==> config.mk <==
export PLATFORM = sky130hd
export DESIGN_NAME = tfp_main
export DESIGN_NICKNAME = d
export VERILOG_FILES = /design/src/design/tfp_main.sv /design/src/design/tfp_sync.sv
export SDC_FILE = /design/constraint.sdc
export NUM_CORES = 1
export LEC_CHECK = 0
export ABC_AREA = 1
export BUFFER_PORTS_ARGS = -buffer_cell sky130_fd_sc_hd__buf_2
export CORE_ASPECT_RATIO = 1.1
export CORE_MARGIN = 3
export CORE_UTILIZATION = 65
export DETAILED_ROUTE_END_ITERATION = 10
export MAX_ROUTING_LAYER = met4
export PLACE_DENSITY = 0.87
export SLEW_MARGIN = 20
export SYNTH_ARGS = -nofsm -noshare
export SYNTH_HDL_FRONTEND = slang
export SYNTH_SLANG_ARGS = --single-unit
==> constraint.sdc <==
create_clock -name sys_clk -period 2.5 [get_ports sys_clk]
set_input_delay 0.5 -clock sys_clk [delete_from_list [all_inputs] [get_ports sys_clk]]
set_output_delay 0.5 -clock sys_clk [all_outputs]
set_load 0.05 [all_outputs]
==> src/design/tfp_main.sv <==
`timescale 1ns/10ps
`default_nettype none

package tfp_pkg;

    // ----------------------------------------
    // Timing
    // ----------------------------------------
    localparam int CLK_HZ           = 10_000_000;
    localparam int TIMEBASE_HZ      = 30;
    localparam int TIMEBASE_CYCLES  = CLK_HZ / TIMEBASE_HZ;
    localparam int STARTUP_PERIODS  = 64;

    // ----------------------------------------
    // Control level mapping, percent of supply
    // ----------------------------------------
    localparam int        LEVEL_W       = 7;
    localparam logic [6:0] PWM_MIN_PCT  = 7'h1e;
    localparam logic [6:0] PWM_MAX_PCT  = 7'h46;
    localparam int        PWM_SPAN_PCT  = 40;

    // ----------------------------------------
    // Reset values
    // ----------------------------------------
    localparam logic DRIVE_RST     = 1'b0;
    localparam logic DRIVE_EN_RST  = 1'b1;
    localparam logic FAULT_N_RST   = 1'b1;

    typedef enum logic [1:0] {
        ST_WAIT_START,
        ST_STARTUP,
        ST_RUN,
        ST_SLEEP
    } tfp_state_type;

    typedef struct packed {
        logic startup;
        logic overtemp;
        logic pri_below_sleep;
        logic sec_below_sleep;
        logic pri_above_wake;
        logic sec_above_wake;
        logic sleep_grounded;
    } tfp_flags_type;

endpackage

module tfp_main #(
    parameter int TB_PERIOD_CYCLES = tfp_pkg::TIMEBASE_CYCLES
) (
    input  wire logic                primary_shutdown,
    input  wire logic                sys_clk,
    input  wire logic                rst_n,
    input  wire tfp_pkg::tfp_flags_type flags_in,
    input  wire logic [6:0]          primary_temp_input,
    input  wire logic [6:0]          secondary_control_input,
    output var  logic                fan_drive,
    output var  logic                fan_drive_en_n,
    output var  logic                overtemp_fault_n
);

    localparam int HALF_CYCLES = TB_PERIOD_CYCLES / 2;

    logic                   arst_n;
    logic [1:0]             rst_pipe;
    logic                   core_rst_n;
    tfp_pkg::tfp_flags_type flags;
    tfp_pkg::tfp_state_type state;
    tfp_pkg::tfp_state_type next_state;
    logic [19:0]            phase;
    logic                   tb_tick;
    logic [6:0]             startup_count;
    logic [6:0]             level;
    logic [19:0]            tri_pos;
    logic                   pwm_raw;
    logic                   drive_pwm;
    logic                   any_wake;
    logic                   both_sleep;

    // ----------------------------------------
    // Reset and shutdown
    // ----------------------------------------
    assign arst_n = rst_n & ~primary_shutdown;

    always_ff @(posedge sys_clk or negedge arst_n) begin
        if (!arst_n) begin
            rst_pipe <= 2'h0;
        end else begin
            rst_pipe <= {rst_pipe[0], 1'b1};
        end
    end

    assign core_rst_n = rst_pipe[1];

    tfp_sync #(
        .W ($bits(tfp_pkg::tfp_flags_type))
    ) u_flag_sync (
        .sys_clk (sys_clk),
        .rst_n   (core_rst_n),
        .din     (flags_in),
        .dout    (flags)
    );

    // ----------------------------------------
    // Time base
    // ----------------------------------------
    always_ff @(posedge sys_clk or negedge core_rst_n) begin
        if (!core_rst_n) begin
            phase <= 20'h00000;
        end else if (phase == 20'(TB_PERIOD_CYCLES - 1)) begin
            phase <= 20'h00000;
        end else begin
            phase <= phase + 20'h00001;
        end
    end

    assign tb_tick = (phase == 20'(TB_PERIOD_CYCLES - 1));

    // ----------------------------------------
    // Level selection and PWM compare
    // ----------------------------------------
    function automatic logic [6:0] max_level(input logic [6:0] a, input logic [6:0] b);
        max_level = (a > b) ? a : b;
    endfunction

    assign level = max_level(primary_temp_input, secondary_control_input);

    assign tri_pos = (phase < 20'(HALF_CYCLES)) ? phase
                   : 20'(TB_PERIOD_CYCLES - 1) - phase;

    always_comb begin
        logic [31:0] lhs;
        logic [31:0] rhs;
        lhs = 32'(level - tfp_pkg::PWM_MIN_PCT) * 32'(HALF_CYCLES);
        rhs = 32'(tri_pos) * 32'(tfp_pkg::PWM_SPAN_PCT);
        if (level > tfp_pkg::PWM_MAX_PCT) begin
            pwm_raw = 1'b1;
        end else if (level <= tfp_pkg::PWM_MIN_PCT) begin
            pwm_raw = 1'b0;
        end else begin
            pwm_raw = (lhs > rhs);
        end
    end

    // ----------------------------------------
    // Sequencer
    // ----------------------------------------
    assign any_wake   = flags.pri_above_wake | flags.sec_above_wake;
    assign both_sleep = flags.pri_below_sleep & flags.sec_below_sleep
                      & ~flags.sleep_grounded;

    always_comb begin
        next_state = state;
        case (state)
            tfp_pkg::ST_WAIT_START: begin
                if (flags.startup && any_wake) begin
                    next_state = tfp_pkg::ST_STARTUP;
                end else if (flags.startup) begin
                    next_state = tfp_pkg::ST_SLEEP;
                end
            end
            tfp_pkg::ST_STARTUP: begin
                if (tb_tick && startup_count == 7'(tfp_pkg::STARTUP_PERIODS - 1)) begin
                    next_state = tfp_pkg::ST_RUN;
                end
            end
            tfp_pkg::ST_RUN: begin
                if (both_sleep) begin
                    next_state = tfp_pkg::ST_SLEEP;
                end
            end
            tfp_pkg::ST_SLEEP: begin
                if (any_wake) begin
                    next_state = tfp_pkg::ST_STARTUP;
                end
            end
            default: begin
                next_state = tfp_pkg::ST_WAIT_START;
            end
        endcase
    end

    always_ff @(posedge sys_clk or negedge core_rst_n) begin
        if (!core_rst_n) begin
            state <= tfp_pkg::ST_WAIT_START;
        end else begin
            state <= next_state;
        end
    end

    always_ff @(posedge sys_clk or negedge core_rst_n) begin
        if (!core_rst_n) begin
            startup_count <= 7'h00;
        end else if (state != tfp_pkg::ST_STARTUP) begin
            startup_count <= 7'h00;
        end else if (tb_tick) begin
            startup_count <= startup_count + 7'h01;
        end
    end

    // ----------------------------------------
    // Outputs
    // ----------------------------------------
    assign drive_pwm = (next_state == tfp_pkg::ST_STARTUP) ? 1'b1
                     : (next_state == tfp_pkg::ST_RUN) ? pwm_raw : 1'b0;

    always_ff @(posedge sys_clk or negedge arst_n) begin
        if (!arst_n) begin
            fan_drive      <= tfp_pkg::DRIVE_RST;
            fan_drive_en_n <= tfp_pkg::DRIVE_EN_RST;
        end else if (!core_rst_n) begin
            fan_drive      <= tfp_pkg::DRIVE_RST;
            fan_drive_en_n <= tfp_pkg::DRIVE_EN_RST;
        end else begin
            fan_drive      <= drive_pwm;
            fan_drive_en_n <= (next_state == tfp_pkg::ST_SLEEP)
                           || (next_state == tfp_pkg::ST_WAIT_START);
        end
    end

    always_ff @(posedge sys_clk or negedge arst_n) begin
        if (!arst_n) begin
            overtemp_fault_n <= tfp_pkg::FAULT_N_RST;
        end else if (!core_rst_n) begin
            overtemp_fault_n <= tfp_pkg::FAULT_N_RST;
        end else if ((next_state == tfp_pkg::ST_RUN) || (next_state == tfp_pkg::ST_STARTUP)) begin
            overtemp_fault_n <= ~flags.overtemp;
        end else begin
            overtemp_fault_n <= 1'b1;
        end
    end

    // ----------------------------------------
    // Assertions
    // ----------------------------------------
    logic [1:0] rise_count;
    logic       drive_prev;
    logic [6:0] level_prev;

    always_ff @(posedge sys_clk or negedge core_rst_n) begin
        if (!core_rst_n) begin
            rise_count <= 2'h0;
            drive_prev <= 1'b0;
            level_prev <= 7'h00;
        end else begin
            drive_prev <= fan_drive;
            level_prev <= level;
            if (tb_tick) begin
                rise_count <= 2'h0;
            end else if (level != level_prev) begin
                rise_count <= 2'h0;
            end else if (fan_drive && !drive_prev && rise_count != 2'h3) begin
                rise_count <= rise_count + 2'h1;
            end
        end
    end
endmodule

`default_nettype wire

==> src/design/tfp_sync.sv <==
`timescale 1ns/10ps
`default_nettype none

// ----------------------------------------
// Three-stage input synchroniser
// ----------------------------------------
module tfp_sync #(
    parameter int W = 1
) (
    input  wire logic         sys_clk,
    input  wire logic         rst_n,
    input  wire logic [W-1:0] din,
    output var  logic [W-1:0] dout
);

    logic [W-1:0] stage1;
    logic [W-1:0] stage2;
    logic [W-1:0] stage3;

    // Capture chain
    always_ff @(posedge sys_clk or negedge rst_n) begin
        if (!rst_n) begin
            stage1 <= '0;
            stage2 <= '0;
            stage3 <= '0;
        end else begin
            stage1 <= din;
            stage2 <= stage1;
            stage3 <= stage2;
        end
    end

    // Accept a bit once stages two and three agree
    always_ff @(posedge sys_clk or negedge rst_n) begin
        if (!rst_n) begin
            dout <= '0;
        end else begin
            for (int i = 0; i < W; i++) begin
                if (stage2[i] == stage3[i]) begin
                    dout[i] <= stage3[i];
                end
            end
        end
    end

endmodule

`default_nettype wire

==> results of run 1 <==
==> cell usage after synthesis (6+ instances only) <==
cell type,instances,area share
nand4_1,10,0.0076
dfrtp_1,60,0.18
o21ai_2,6,0.0064
ha_1,154,0.23
a21oi_1,64,0.039
nor2_1,67,0.031
nor4_1,10,0.0076
xor2_1,61,0.065
o21ai_0,30,0.018
xnor2_1,24,0.026
a21o_1,8,0.0073
nand2_2,8,0.0061
nand3_1,43,0.026
maj3_1,7,0.0085
o21ai_1,11,0.0067
nand2_1,152,0.070
inv_1,178,0.081
fa_1,34,0.083
nor3_1,18,0.011
==> routing by layer <==
| layer | overflow | global-route usage |
|---|---|---|
| met1 | 0 | 0.6443 |
| met2 | 279 | 1.024 |
| met3 | 2 | 0.4636 |
| met4 | 134 | 0.9617 |
| met5 | - | - |
==> logic make-up after synthesis <==
kind of cell               after synthesis  synth area share
and+or+nand+nor                        334            0.1939
adders and majority gates              195            0.3262
buffers and inverters                  194           0.09253
AOI/OAI and AO/OA                      142            0.1000
xor gates and xnor gates                86           0.09344
DFF                                     62            0.1893
muxes                                    3          0.004116
other                                    1         0.0004569
==> through the flow <==
stage	hold WS, ps	utilization
3_3_place_gp	313.4	0.8708
3_5_place_dp	322.5	0.8708
4_1_cts	184.9	0.9436
2_1_floorplan	331.2	-
==> what timing repair did <==
action	CTS
setup buffers	21
pin swaps	59
resized for setup	89
endpoints found under the setup margin	7
==> results by group, run 1 <==
Floorplanning
  • Row count: 42
  • Initial core utilization: 0.6732
  • I/O pins: 27
  • Die X: 113.1 um
  • Die height: 123.9 um

Global route
  • Remaining Overflow, GRT: 415
  • Pin count of the biggest net entering global routing: 35
  • First-pass GRT wire length: 77.33 mm
  • Vias in the first global route: 12,738
  • Gr usage total: 0.7599

Outcome
  • Run Error: [ERROR GRT-0116] Global routing finished with congestion. Check the congestion regions in the DRC Viewer.
  • Outcome: stopped before the end
  • Fail Step: global routing

Placed design
  • Post-Place Setup Slack: -5094 ps
  • PortBufs: 26
  • Placed Cells: 1,422
  • Post-DP Area: 10,620 um2
  • Global placer's final weighted congestion: 0.9823
  • DP Wirelength: 23.58 mm

Clock tree
  • CTS Buf Count: 9
  • H-tree levels: 3
  • Clock tree sinks: 62
  • Hold Buf Count CTS: 0
  • Clk root buf: clkbuf_16
  • Bufs on Longest Clock Path: 2

Synth
  • Synth Register Bits: 62
  • Top FF cell, synth: dfrtp_1
  • Ys Warns: 0
  • Ys async rst share: 1.000
  • Netlist Area Pre-Place: 8208 um2
  • Distinct cells, synth: 54
  • Mapped Nets: 1,229
  • Synthesized netlist cell count: 1,017
  • Register area share after synthesis: 0.1893
  • Post-synth EDFFs: 0
  • Syn Area/Cell: 8.071 um2
==> run 2: changes to the inputs <==
--- a/config.mk
+++ b/config.mk
@@ -7,12 +7,10 @@
 export LEC_CHECK = 0
 export ABC_AREA = 1
 export BUFFER_PORTS_ARGS = -buffer_cell sky130_fd_sc_hd__buf_2
-export CORE_ASPECT_RATIO = 1.1
 export CORE_MARGIN = 3
-export CORE_UTILIZATION = 65
+export CORE_UTILIZATION = 40
 export DETAILED_ROUTE_END_ITERATION = 10
-export MAX_ROUTING_LAYER = met4
-export PLACE_DENSITY = 0.87
+export PLACE_DENSITY_LB_ADDON = 0.15
 export SLEW_MARGIN = 20
 export SYNTH_ARGS = -nofsm -noshare
 export SYNTH_HDL_FRONTEND = slang
==> run 2 against run 1 <==
Against the previous run:
- the flow now finishes, with violations (setup timing)
- synthesized area did not move
- synthesized cell count did not move
==> results by group, run 2 <==
Synth
  • Netlist Area Pre-Place: 8208 um2 (unchanged)
  • Mapped Nets: 1,229 (unchanged)
  • Most common cell in the netlist: inv_1 (unchanged)
  • Distinct cells, synth: 54 (unchanged)
  • Synth area leader: ha_1 (unchanged)
  • Dominant cells by area after synthesis: ha_1 23%, dfrtp_1 18%, fa_1 8.3% (unchanged)
  • Register area share after synthesis: 0.1893 (unchanged)
  • Ys async rst share: 1.000 (unchanged)
  • Top FF cell, synth: dfrtp_1 (unchanged)
  • Commonest cells post-synth: 178 x inv_1, 154 x ha_1, 152 x nand2_1 (unchanged)
  • Top-area cell type share of the netlist area: 0.2348 (unchanged)
  • Ys Warns: 0 (unchanged)
  • Synth Register Bits: 62 (unchanged)
  • Syn Area/Cell: 8.071 um2 (unchanged)
  • Post-synth EDFFs: 0 (unchanged)
  • Synthesized netlist cell count: 1,017 (unchanged)

Global route
  • First-pass GRT wire length: 34.85 mm
  • Gr usage total: 0.1894
  • Pin count of the biggest net entering global routing: 35
  • Remaining Overflow, GRT: 0
  • Vias in the first global route: 7,635
  • Initial antenna violation count: 0

Clock tree
  • Clock transition at path regs: 60 ps
  • Clock tree sinks: 62 (unchanged)
  • CTS tree: built
  • Hold Buf Count CTS: 0 (unchanged)
  • Bufs on Longest Clock Path: 2 (unchanged)
  • CTS Buf Count: 9 (unchanged)
  • Clk_lat worst skew: 330 ps
  • H-tree levels: 3 (unchanged)
  • Clk root buf: clkbuf_16 (unchanged)

STA
  • Tmin final: 6820 ps
  • Max Freq: 146.6 MHz
  • Setup ws final: -4320 ps
  • Final-report max-slew violation count: 0
  • RSZ-0062 raised after global routing: yes
  • Final Hold Fails: 0
  • Final setup vio count: 1
  • Worst-Margin Slew: 554.2 ps
  • Clock Skews: 7.205 ps
  • Tcrit/Tclk final: 2.728
  • Rel. slew slack: 0.6306

Routing
  • Drt initial violations: 259
  • WL final: 20.08 mm
  • Total number of vias: 7,450
  • DRC: 0
  • Initial DRT Pass Iterations: 5
  • Avg WL per Cell: 12.64 um
  • Average via count per standard cell: 4.691
  • Post-DRT Antenna Nets: 0

Placed design
  • PortBufs: 26 (unchanged)
  • Global placer's final weighted congestion: 0.8450 (was 0.9823)
  • Post-Place Setup Slack: -4737 ps (was -5094 ps)
  • Placed Cells: 1,559 (was 1,422)
  • DP Wirelength: 16.82 mm (was 23.58 mm)

Critical path
  • Critical path's most frequent cell: ha_4
  • Worst Path Arrival: 7040 ps
  • Worst path slowest cell: fa_1
  • Type of destination of the critical path: register
  • Kind of critical path: in2reg
  • Highest fanout seen on the critical path: 6
  • Worst setup SP type: input pin
  • CP bufs+invs: 8
  • Crit path required time: 2720 ps
  • CP max stage delay: 520 ps
  • CP top delay family: adder cells
  • R2r setup slk: -2850 ps

Layout
  • N_diodes: 0
  • Post-Layout Cell Count: 1,588
  • Filler cells: 1,778
  • Most frequent cells in the layout: 272 x buf_4, 154 x inv_1, 140 x nand2_1
  • # nets final: 1,530
  • Commonest non-fill, non-tap cell in the layout: buf_4
  • Area Growth Syn to Fin: 43.20%
  • Max reg flops: 20
  • Top reg by flops: phase
  • Share of layout cells above drive strength 1: 0.3560

Floorplanning
  • Core area: 19,780 um2
  • Die X: 149.2 um (was 113.1 um)
  • Die height: 149.2 um (was 123.9 um)
  • Die area: 22,270 um2
  • Initial core utilization: 0.4149 (was 0.6732)
  • Row count: 51 (was 42)
  • I/O pins: 27 (unchanged)

Outcome
  • Violated checks: setup timing
  • Outcome: finished with violations (was stopped before the end)

Min path
  • Type of the worst min-delay path: in2async

Run
  • Max Cap Violations: 0
==> run 2: cell counts after synthesis <==
No cell type changed its count.
==> run 2: cell type report <==
| cell class | instances | area [um2] | area share |
|---|---|---|---|
| well taps | 265 | 331.6 | 0.02821 |
| clock inverters | 6 | 86.33 | 0.007345 |
| multi-input cells | 761 | 6590 | 0.5607 |
| flip-flops and latches | 62 | 1555 | 0.1323 |
| inverters | 184 | 714.4 | 0.06078 |
| clock buffers | 10 | 229.0 | 0.01948 |
| repair buffers | 300 | 2247 | 0.1912 |
==> run 2: cells by family (layout without fill, tap and decap cells) <==
logic type      after synthesis  after routing  share of synthesized area
simple gates                334            334                     0.1939
flops                        62             62                     0.1893
buf+inv                     194            500                    0.09253
compound gates              142            142                     0.1000
xor+xnor                     86             86                    0.09344
fa+ha+maj                   195            195                     0.3262
other cells                   1              1                  0.0004569
mux                           3              3                   0.004116
==> run 2: worst reg2reg max path, delay by kind of cell, from the launching register on <==
family | cells | cell delay [ps]
AND/OR/NAND/NOR | 17 | 2120
AO/OA/AOI/OAI | 8 | 1090
adder cells (fa/ha/maj) | 3 | 920
buffers and inverters | 3 | 440
flip-flops | 1 | 360
XOR/XNOR | 2 | 300
==> run 2: path summary, 6_finish.rpt <==
kind / from / end / cells past startpoint
worst max-delay path: secondary_control_input[6] / fan_drive / 40
worst min register to register: rst_pipe[1] / u_flag_sync.dout[5] / 0
worst max register to register: phase[6] / fan_drive / 33
min in group sys_clk: flags_in[3] / u_flag_sync.stage1[3] / 1
max in group asynchronous: rst_pipe[1] / phase[17] / 1
worst min-delay path: rst_n / fan_drive / 3
==> run 2: layer usage <==
metal  global-route usage  part of all wire
met5                    0                 0
met4              0.03982             0.014
met3              0.01945             0.025
met2               0.3157              0.46
met1               0.2678              0.50
==> run 2: through the flow <==
stage | hold slack [ps] | util | setup TNS, ps | cell area [um2]
global route | 214.5 | 0.5942 | -5007 | 11750
finish | 161.1 | 0.5942 | -4320 | 11750
detailed placement | 278.9 | 0.5536 | -5024 | 10950
global placement | 275.4 | 0.5536 | -4949 | 10950
floorplan | 331.2 | - | -4167 | 8582
CTS | 173.8 | 0.5764 | -4239 | 11400
==> run 2: repair_timing <==
action	4_1_cts	5_1_grt
endpoints found under the setup margin	3	3
gates resized for setup	21	62
pin swaps	3	47
buffers inserted	3	10
Power of run 2 is not shown: default switching activity piles up to over one toggle a cycle in this logic, so the estimate is an artifact.
==> run 3: changes to the inputs <==
--- a/config.mk
+++ b/config.mk
@@ -9,6 +9,7 @@
 export BUFFER_PORTS_ARGS = -buffer_cell sky130_fd_sc_hd__buf_2
 export CORE_MARGIN = 3
 export CORE_UTILIZATION = 40
+export CTS_BUF_LIST = sky130_fd_sc_hd__clkbuf_8 sky130_fd_sc_hd__clkbuf_16
 export DETAILED_ROUTE_END_ITERATION = 10
 export PLACE_DENSITY_LB_ADDON = 0.15
 export SLEW_MARGIN = 20
==> run 3 against run 2 <==
Against the previous run:
- the run still ends with setup timing left
- maximum frequency hardly changed
- clock skew hardly changed
- largest cell class unchanged
- wire length hardly changed
- die area stayed put
==> results by group, run 3 (synthesized netlist as in run 2, its figures left out) <==
Layout
  • # nets final: 1,530 (unchanged)
  • Top reg by flops: phase (unchanged)
  • Filler cells: 1,778 (unchanged)
  • Max reg flops: 20 (unchanged)
  • Most frequent cells in the layout: 272 x buf_4, 155 x inv_1, 140 x nand2_1 (was 272 x buf_4, 154 x inv_1, 140 x nand2_1)
  • Reg area: 1555 um2 (unchanged)
  • Area Growth Syn to Fin: 43.20% (unchanged)
  • N_diodes: 0 (unchanged)
  • Multi-input combinational cell area: 6590 um2 (unchanged)
  • Share of layout cells above drive strength 1: 0.3560 (unchanged)
  • Commonest non-fill, non-tap cell in the layout: buf_4 (unchanged)

Placed design
  • Global placer's final weighted congestion: 0.8450 (unchanged)
  • DP Wirelength: 16.82 mm (unchanged)
  • PortBufs: 26 (unchanged)

Critical path
  • Type of destination of the critical path: register (unchanged)
  • RR Startpoint: phase[6] (unchanged)
  • Critical path's most frequent cell: ha_4 (unchanged)
  • CP max stage delay: 520 ps (about the same)
  • R2r setup slk: -2850 ps (about the same)
  • Crit path required time: 2720 ps (about the same)
  • Worst setup SP type: input pin (unchanged)
  • R2R cell count: 33 (unchanged)
  • Worst path slowest cell: fa_1 (unchanged)
  • Kind of critical path: in2reg (unchanged)
  • CP bufs+invs: 8 (unchanged)
  • CP top delay family: adder cells (unchanged)
  • Reg-to-reg endpoint: fan_drive (unchanged)
  • Worst Path Arrival: 7040 ps (about the same)
  • Highest fanout seen on the critical path: 6 (unchanged)

Routing
  • Avg WL per Cell: 12.65 um (was 12.64 um)
  • Total number of vias: 7,463 (was 7,450)
  • Drt initial violations: 257 (was 259)
  • Post-DRT Antenna Nets: 0 (unchanged)
  • DRC: 0 (unchanged)
  • Average via count per standard cell: 4.700 (was 4.691)
  • WL final: 20.08 mm (about the same)
  • Initial DRT Pass Iterations: 5 (unchanged)

Clock tree
  • H-tree levels: 3 (unchanged)
  • Clk_lat worst skew: 330 ps (about the same)
  • CTS tree: built (unchanged)
  • Bufs on Longest Clock Path: 2 (unchanged)
  • Clock tree sinks: 62 (unchanged)
  • Clock transition at path regs: 60 ps (about the same)
  • CTS Buf Count: 9 (unchanged)
  • Clk root buf: clkbuf_16 (unchanged)
  • Hold Buf Count CTS: 0 (unchanged)

Global route
  • M1 GR Usage: 0.2678 (unchanged)
  • Vias in the first global route: 7,635 (unchanged)
  • First-pass GRT wire length: 34.85 mm (unchanged)
  • Initial antenna violation count: 0 (unchanged)
  • Gr usage total: 0.1894 (unchanged)
  • GRT Max-Usage Layer: met2 (unchanged)
  • Met2 GRT Util: 0.3157 (unchanged)
  • Remaining Overflow, GRT: 0 (unchanged)
  • Pin count of the biggest net entering global routing: 35 (unchanged)
  • Met3 usage: 0.01945 (unchanged)

Floorplanning
  • Die height: 149.2 um (unchanged)
  • Die area: 22,270 um2 (unchanged)
  • Die X: 149.2 um (unchanged)
  • Row count: 51 (unchanged)
  • Core area: 19,780 um2 (unchanged)
  • Initial core utilization: 0.4149 (unchanged)
  • I/O pins: 27 (unchanged)

STA
  • Clock Skews: 7.440 ps (was 7.205 ps)
  • Max Freq: 146.6 MHz (about the same)
  • Final-report max-slew violation count: 0 (unchanged)
  • Rel. slew slack: 0.6305 (was 0.6306)
  • Worst-Margin Slew: 554.2 ps (about the same)
  • Tmin final: 6823 ps (was 6820 ps)
  • Setup ws final: -4323 ps (was -4320 ps)
  • Final Hold Fails: 0 (unchanged)
  • RSZ-0062 raised after global routing: yes (unchanged)
  • WHS: 161.1 ps (about the same)
  • Final setup vio count: 1 (unchanged)
  • Tcrit/Tclk final: 2.729 (was 2.728)

Min path
  • Type of the worst min-delay path: in2async (unchanged)

Run
  • Max Cap Violations: 0 (unchanged)

Outcome
  • Outcome: finished with violations (unchanged)
  • Violated checks: setup timing (unchanged)
[run 3: changes by cell type in the layout (fill, tap and decap cells not counted)]
cell	before	now
clkbuf_1	1	0
inv_1	154	155
[run 3: area by class of cell]
type	instances	area share
Inverter	184	0.06078
Timing Repair Buffer	300	0.1912
Clock buffer	9	0.01916
Multi-Input combinational cell	761	0.5607
Sequential cell	62	0.1323
Tap cell	265	0.02821
Clock inverter	7	0.007664
[run 3: how the worst max path moves through the flow]
| stage | from | end | slack [ps] | depth (start not counted) |
|---|---|---|---|---|
| final | secondary_control_input[6] | fan_drive | -4320 | 40 |
| after global routing | secondary_control_input[6] | fan_drive | -4700 | 41 |
| after CTS | secondary_control_input[5] | fan_drive | -4240 | 44 |
| after detailed placement | secondary_control_input[4] | fan_drive | -4740 | 38 |
| after global placement | secondary_control_input[5] | fan_drive | -4570 | 38 |
| after floorplan | secondary_control_input[5] | fan_drive | -4170 | 41 |
[run 3: worst reg2reg max path, delay by kind of cell (launching register included)]
kind,cells,cell delay (ps)
and+or+nand+nor,17,2130
AOI/OAI and AO/OA,8,1090
adders and majority gates,3,920
DFF,1,360
buffers and inverters,3,440
xor gates and xnor gates,2,300
[run 3: layer usage]
metal,routed length [um],up-vias
met3,528,18
met5,0,-
met1,10010,3438
met4,287,0
li1,-,3923
met2,9252,84
[run 3: what timing repair did]
action,4_1_cts,5_1_grt
hold endpoints to repair,0,0
pin swaps,3,47
resized for setup,21,62
buffers inserted,3,10
setup endpoints to repair,3,3
[run 3: stage by stage]
step | util | worst slack, ps | TNS [ps] | std cells | area (um2)
6_report | 0.5942 | -4323 | -4323 | 1588 | 11750
5_1_grt | 0.5942 | -4696 | -5007 | 1588 | 11750
4_1_cts | 0.5764 | -4239 | -4239 | 1578 | 11400
3_5_place_dp | 0.5536 | -4737 | -5024 | 1559 | 10950
3_3_place_gp | 0.5536 | -4569 | -4949 | 1559 | 10950
2_1_floorplan | - | -4167 | -4167 | 1017 | 8582
Power of run 3 is left out for the same reason.
==> run 4: changes to the inputs <==
--- a/config.mk
+++ b/config.mk
@@ -12,7 +12,7 @@
 export CTS_BUF_LIST = sky130_fd_sc_hd__clkbuf_8 sky130_fd_sc_hd__clkbuf_16
 export DETAILED_ROUTE_END_ITERATION = 10
 export PLACE_DENSITY_LB_ADDON = 0.15
-export SLEW_MARGIN = 20
+export SLEW_MARGIN = 25
 export SYNTH_ARGS = -nofsm -noshare
 export SYNTH_HDL_FRONTEND = slang
 export SYNTH_SLANG_ARGS = --single-unit
==> constraint.sdc (replaced) <==
create_clock -name sys_clk -period 7.3 [get_ports sys_clk]
set_input_delay 1.46 -clock sys_clk [delete_from_list [all_inputs] [get_ports sys_clk]]
set_output_delay 1.46 -clock sys_clk [all_outputs]
set_load 0.05 [all_outputs]
==> run 4 against run 3 <==
Against the previous run:
- the run still ends with setup timing left
- cell count shrank 9.4%
- non-clock buffer count shrank 149
- clock skew down 0.89 ps
- wire length decreased by 9.9%
- critical path type unchanged
- die area stayed put
- hold slack improved by 180 ps
==> results by group, run 4 (synthesized netlist as in run 2, its figures left out) <==
STA
  • Worst-Margin Slew: 736.9 ps (was 554.2 ps)
  • WHS: 340.8 ps (was 161.1 ps)
  • Final-report max-slew violation count: 0 (unchanged)
  • Clock Skews: 6.555 ps (was 7.440 ps)
  • Final setup TNS: -425.8 ps (was -4323 ps)
  • Setup ws final: -425.8 ps (was -4323 ps)
  • Rel. slew slack: 0.5087 (was 0.6305)
  • Tmin final: 7726 ps
  • Final Hold Fails: 0 (unchanged)
  • RSZ-0062 raised after global routing: yes (unchanged)
  • Final setup vio count: 1 (unchanged)
  • Tcrit/Tclk final: 1.058
  • Max Freq: 129.4 MHz

Clock tree
  • Clock tree sinks: 62 (unchanged)
  • CTS Buf Count: 9 (unchanged)
  • CTS tree: built (unchanged)
  • H-tree levels: 3 (unchanged)
  • Bufs on Longest Clock Path: 2 (unchanged)
  • Clk root buf: clkbuf_16 (unchanged)
  • Clock transition at path regs: 60 ps (about the same)
  • Hold Buf Count CTS: 0 (unchanged)
  • Clk_lat worst skew: 330 ps (about the same)

Critical path
  • Reg-to-reg endpoint: fan_drive (unchanged)
  • Highest fanout seen on the critical path: 7 (was 6)
  • Worst setup SP type: input pin (unchanged)
  • Crit path required time: 7560 ps (was 2720 ps)
  • Critical path's most frequent cell: inv_2 (was ha_4)
  • Worst Path Arrival: 7980 ps (was 7040 ps)
  • Worst path slowest cell: fa_1 (unchanged)
  • Type of destination of the critical path: register (unchanged)
  • Kind of critical path: in2reg (unchanged)
  • R2R cell count: 34 (was 33)
  • RR Startpoint: phase[6] (unchanged)
  • CP max stage delay: 510 ps (was 520 ps)
  • R2r setup slk: 1520 ps (was -2850 ps)

Global route
  • Remaining Overflow, GRT: 0 (unchanged)
  • Gr usage total: 0.1738 (was 0.1894)
  • First-pass GRT wire length: 31.74 mm (was 34.85 mm)
  • Met2 GRT Util: 0.2829 (was 0.3157)
  • M1 GR Usage: 0.2532 (was 0.2678)
  • Initial antenna violation count: 0 (unchanged)
  • Vias in the first global route: 6,807 (was 7,635)
  • GRT Max-Usage Layer: met2 (unchanged)
  • Met3 usage: 0.02157 (was 0.01945)
  • Pin count of the biggest net entering global routing: 61 (was 35)

Routing
  • Average via count per standard cell: 4.755 (was 4.700)
  • WL final: 18.09 mm (was 20.08 mm)
  • Total number of vias: 6,843 (was 7,463)
  • Drt initial violations: 323 (was 257)
  • Post-DRT Antenna Nets: 0 (unchanged)
  • Initial DRT Pass Iterations: 4 (was 5)
  • Avg WL per Cell: 12.57 um (was 12.65 um)
  • DRC: 0 (unchanged)

Layout
  • Max reg flops: 20 (unchanged)
  • Filler cells: 1,943 (was 1,778)
  • Area Growth Syn to Fin: 25.93% (was 43.20%)
  • # nets final: 1,381 (was 1,530)
  • Most frequent cells in the layout: 166 x inv_1, 146 x nand2_1, 134 x ha_1 (was 272 x buf_4, 155 x inv_1, 140 x nand2_1)
  • Share of layout cells above drive strength 1: 0.2445 (was 0.3560)
  • Post-Layout Cell Count: 1,439 (was 1,588)
  • Commonest non-fill, non-tap cell in the layout: inv_1 (was buf_4)
  • N_diodes: 0 (unchanged)
  • Top reg by flops: phase (unchanged)

Outcome
  • Violated checks: setup timing (unchanged)
  • Outcome: finished with violations (unchanged)

Min path
  • Type of the worst min-delay path: reg2reg (was in2async)
  • HP Start: u_flag_sync.stage1[5]
  • Worst Hold Path EP: u_flag_sync.stage2[5]
  • Hold path cells: 0

Floorplanning
  • Core area: 19,780 um2 (unchanged)
  • I/O pins: 27 (unchanged)
  • Die height: 149.2 um (unchanged)
  • Die area: 22,270 um2 (unchanged)
  • Row count: 51 (unchanged)
  • Die X: 149.2 um (unchanged)
  • Initial core utilization: 0.4149 (unchanged)

Placed design
  • Placed Cells: 1,418 (was 1,559)
  • PortBufs: 26 (unchanged)
  • Global placer's final weighted congestion: 0.8499 (was 0.8450)
  • DP Wirelength: 15.61 mm (was 16.82 mm)

Run
  • Max Cap Violations: 0 (unchanged)
[run 4: changes by cell type in the layout (fill, tap and decap cells not counted), moves of 4 or more]
cell     before  now
inv_1       155  166
ha_4         23   17
inv_2        26   17
buf_4       272  125
nand2_1     140  146
ha_1        129  134
nor4_1        5    9
buf_2        19   26
buf_6         8    0
[run 4: through the flow]
step	setup slack, ps	instance area, um2	util
6_report	-425.8	10340	0.5225
5_1_grt	-810.5	10340	0.5225
4_1_cts	-384.9	10270	0.5190
3_5_place_dp	-822.5	9879	0.4994
3_3_place_gp	-748.1	9879	0.4994
2_1_floorplan	-326.7	8582	-
[run 4: critical path, delay by kind of cell]
kind            cells  cell delay [ps]
simple gates       13             1070
buf+inv             8              450
fa+ha+maj          10             3420
compound gates      9             1190
xor+xnor            2              380
[run 4: cell type report]
type                    instances  area, um2  share of cell area
clock buffers                  10      239.0             0.02312
clock inverters                 6      70.07            0.006779
inverters                     184      706.9             0.06839
multi-input cells             761       6365              0.6158
flip-flops and latches         62       1555              0.1505
well taps                     265      331.6             0.03208
repair buffers                151       1069              0.1034
[run 4: worst max-delay path by stage]
| stage | slack [ps] | to | cells after the start | start |
|---|---|---|---|---|
| 6_report | -430 | fan_drive | 42 | secondary_control_input[5] |
| 5_1_grt | -810 | fan_drive | 42 | secondary_control_input[5] |
| 4_1_cts | -380 | fan_drive | 42 | secondary_control_input[5] |
| 3_5_place_dp | -820 | fan_drive | 42 | secondary_control_input[5] |
| 3_3_place_gp | -750 | fan_drive | 41 | secondary_control_input[5] |
| 2_1_floorplan | -330 | fan_drive | 41 | secondary_control_input[5] |
[run 4: what timing repair did]
item / 4_1_cts / 5_1_grt
endpoints found under the setup margin: 1 / 1
setup buffers: 3 / 2
resized for setup: 9 / 10
gates cloned: 0 / 0
pin swaps: 12 / 9
[run 4: layer usage]
| metal | share of wire | up-vias |
|---|---|---|
| li1 | - | 3625 |
| met1 | 0.52 | 3131 |
| met2 | 0.45 | 74 |
| met3 | 0.023 | 13 |
| met4 | 0.0076 | 0 |
| met5 | 0 | - |
Power of run 4 is left out for the same reason.
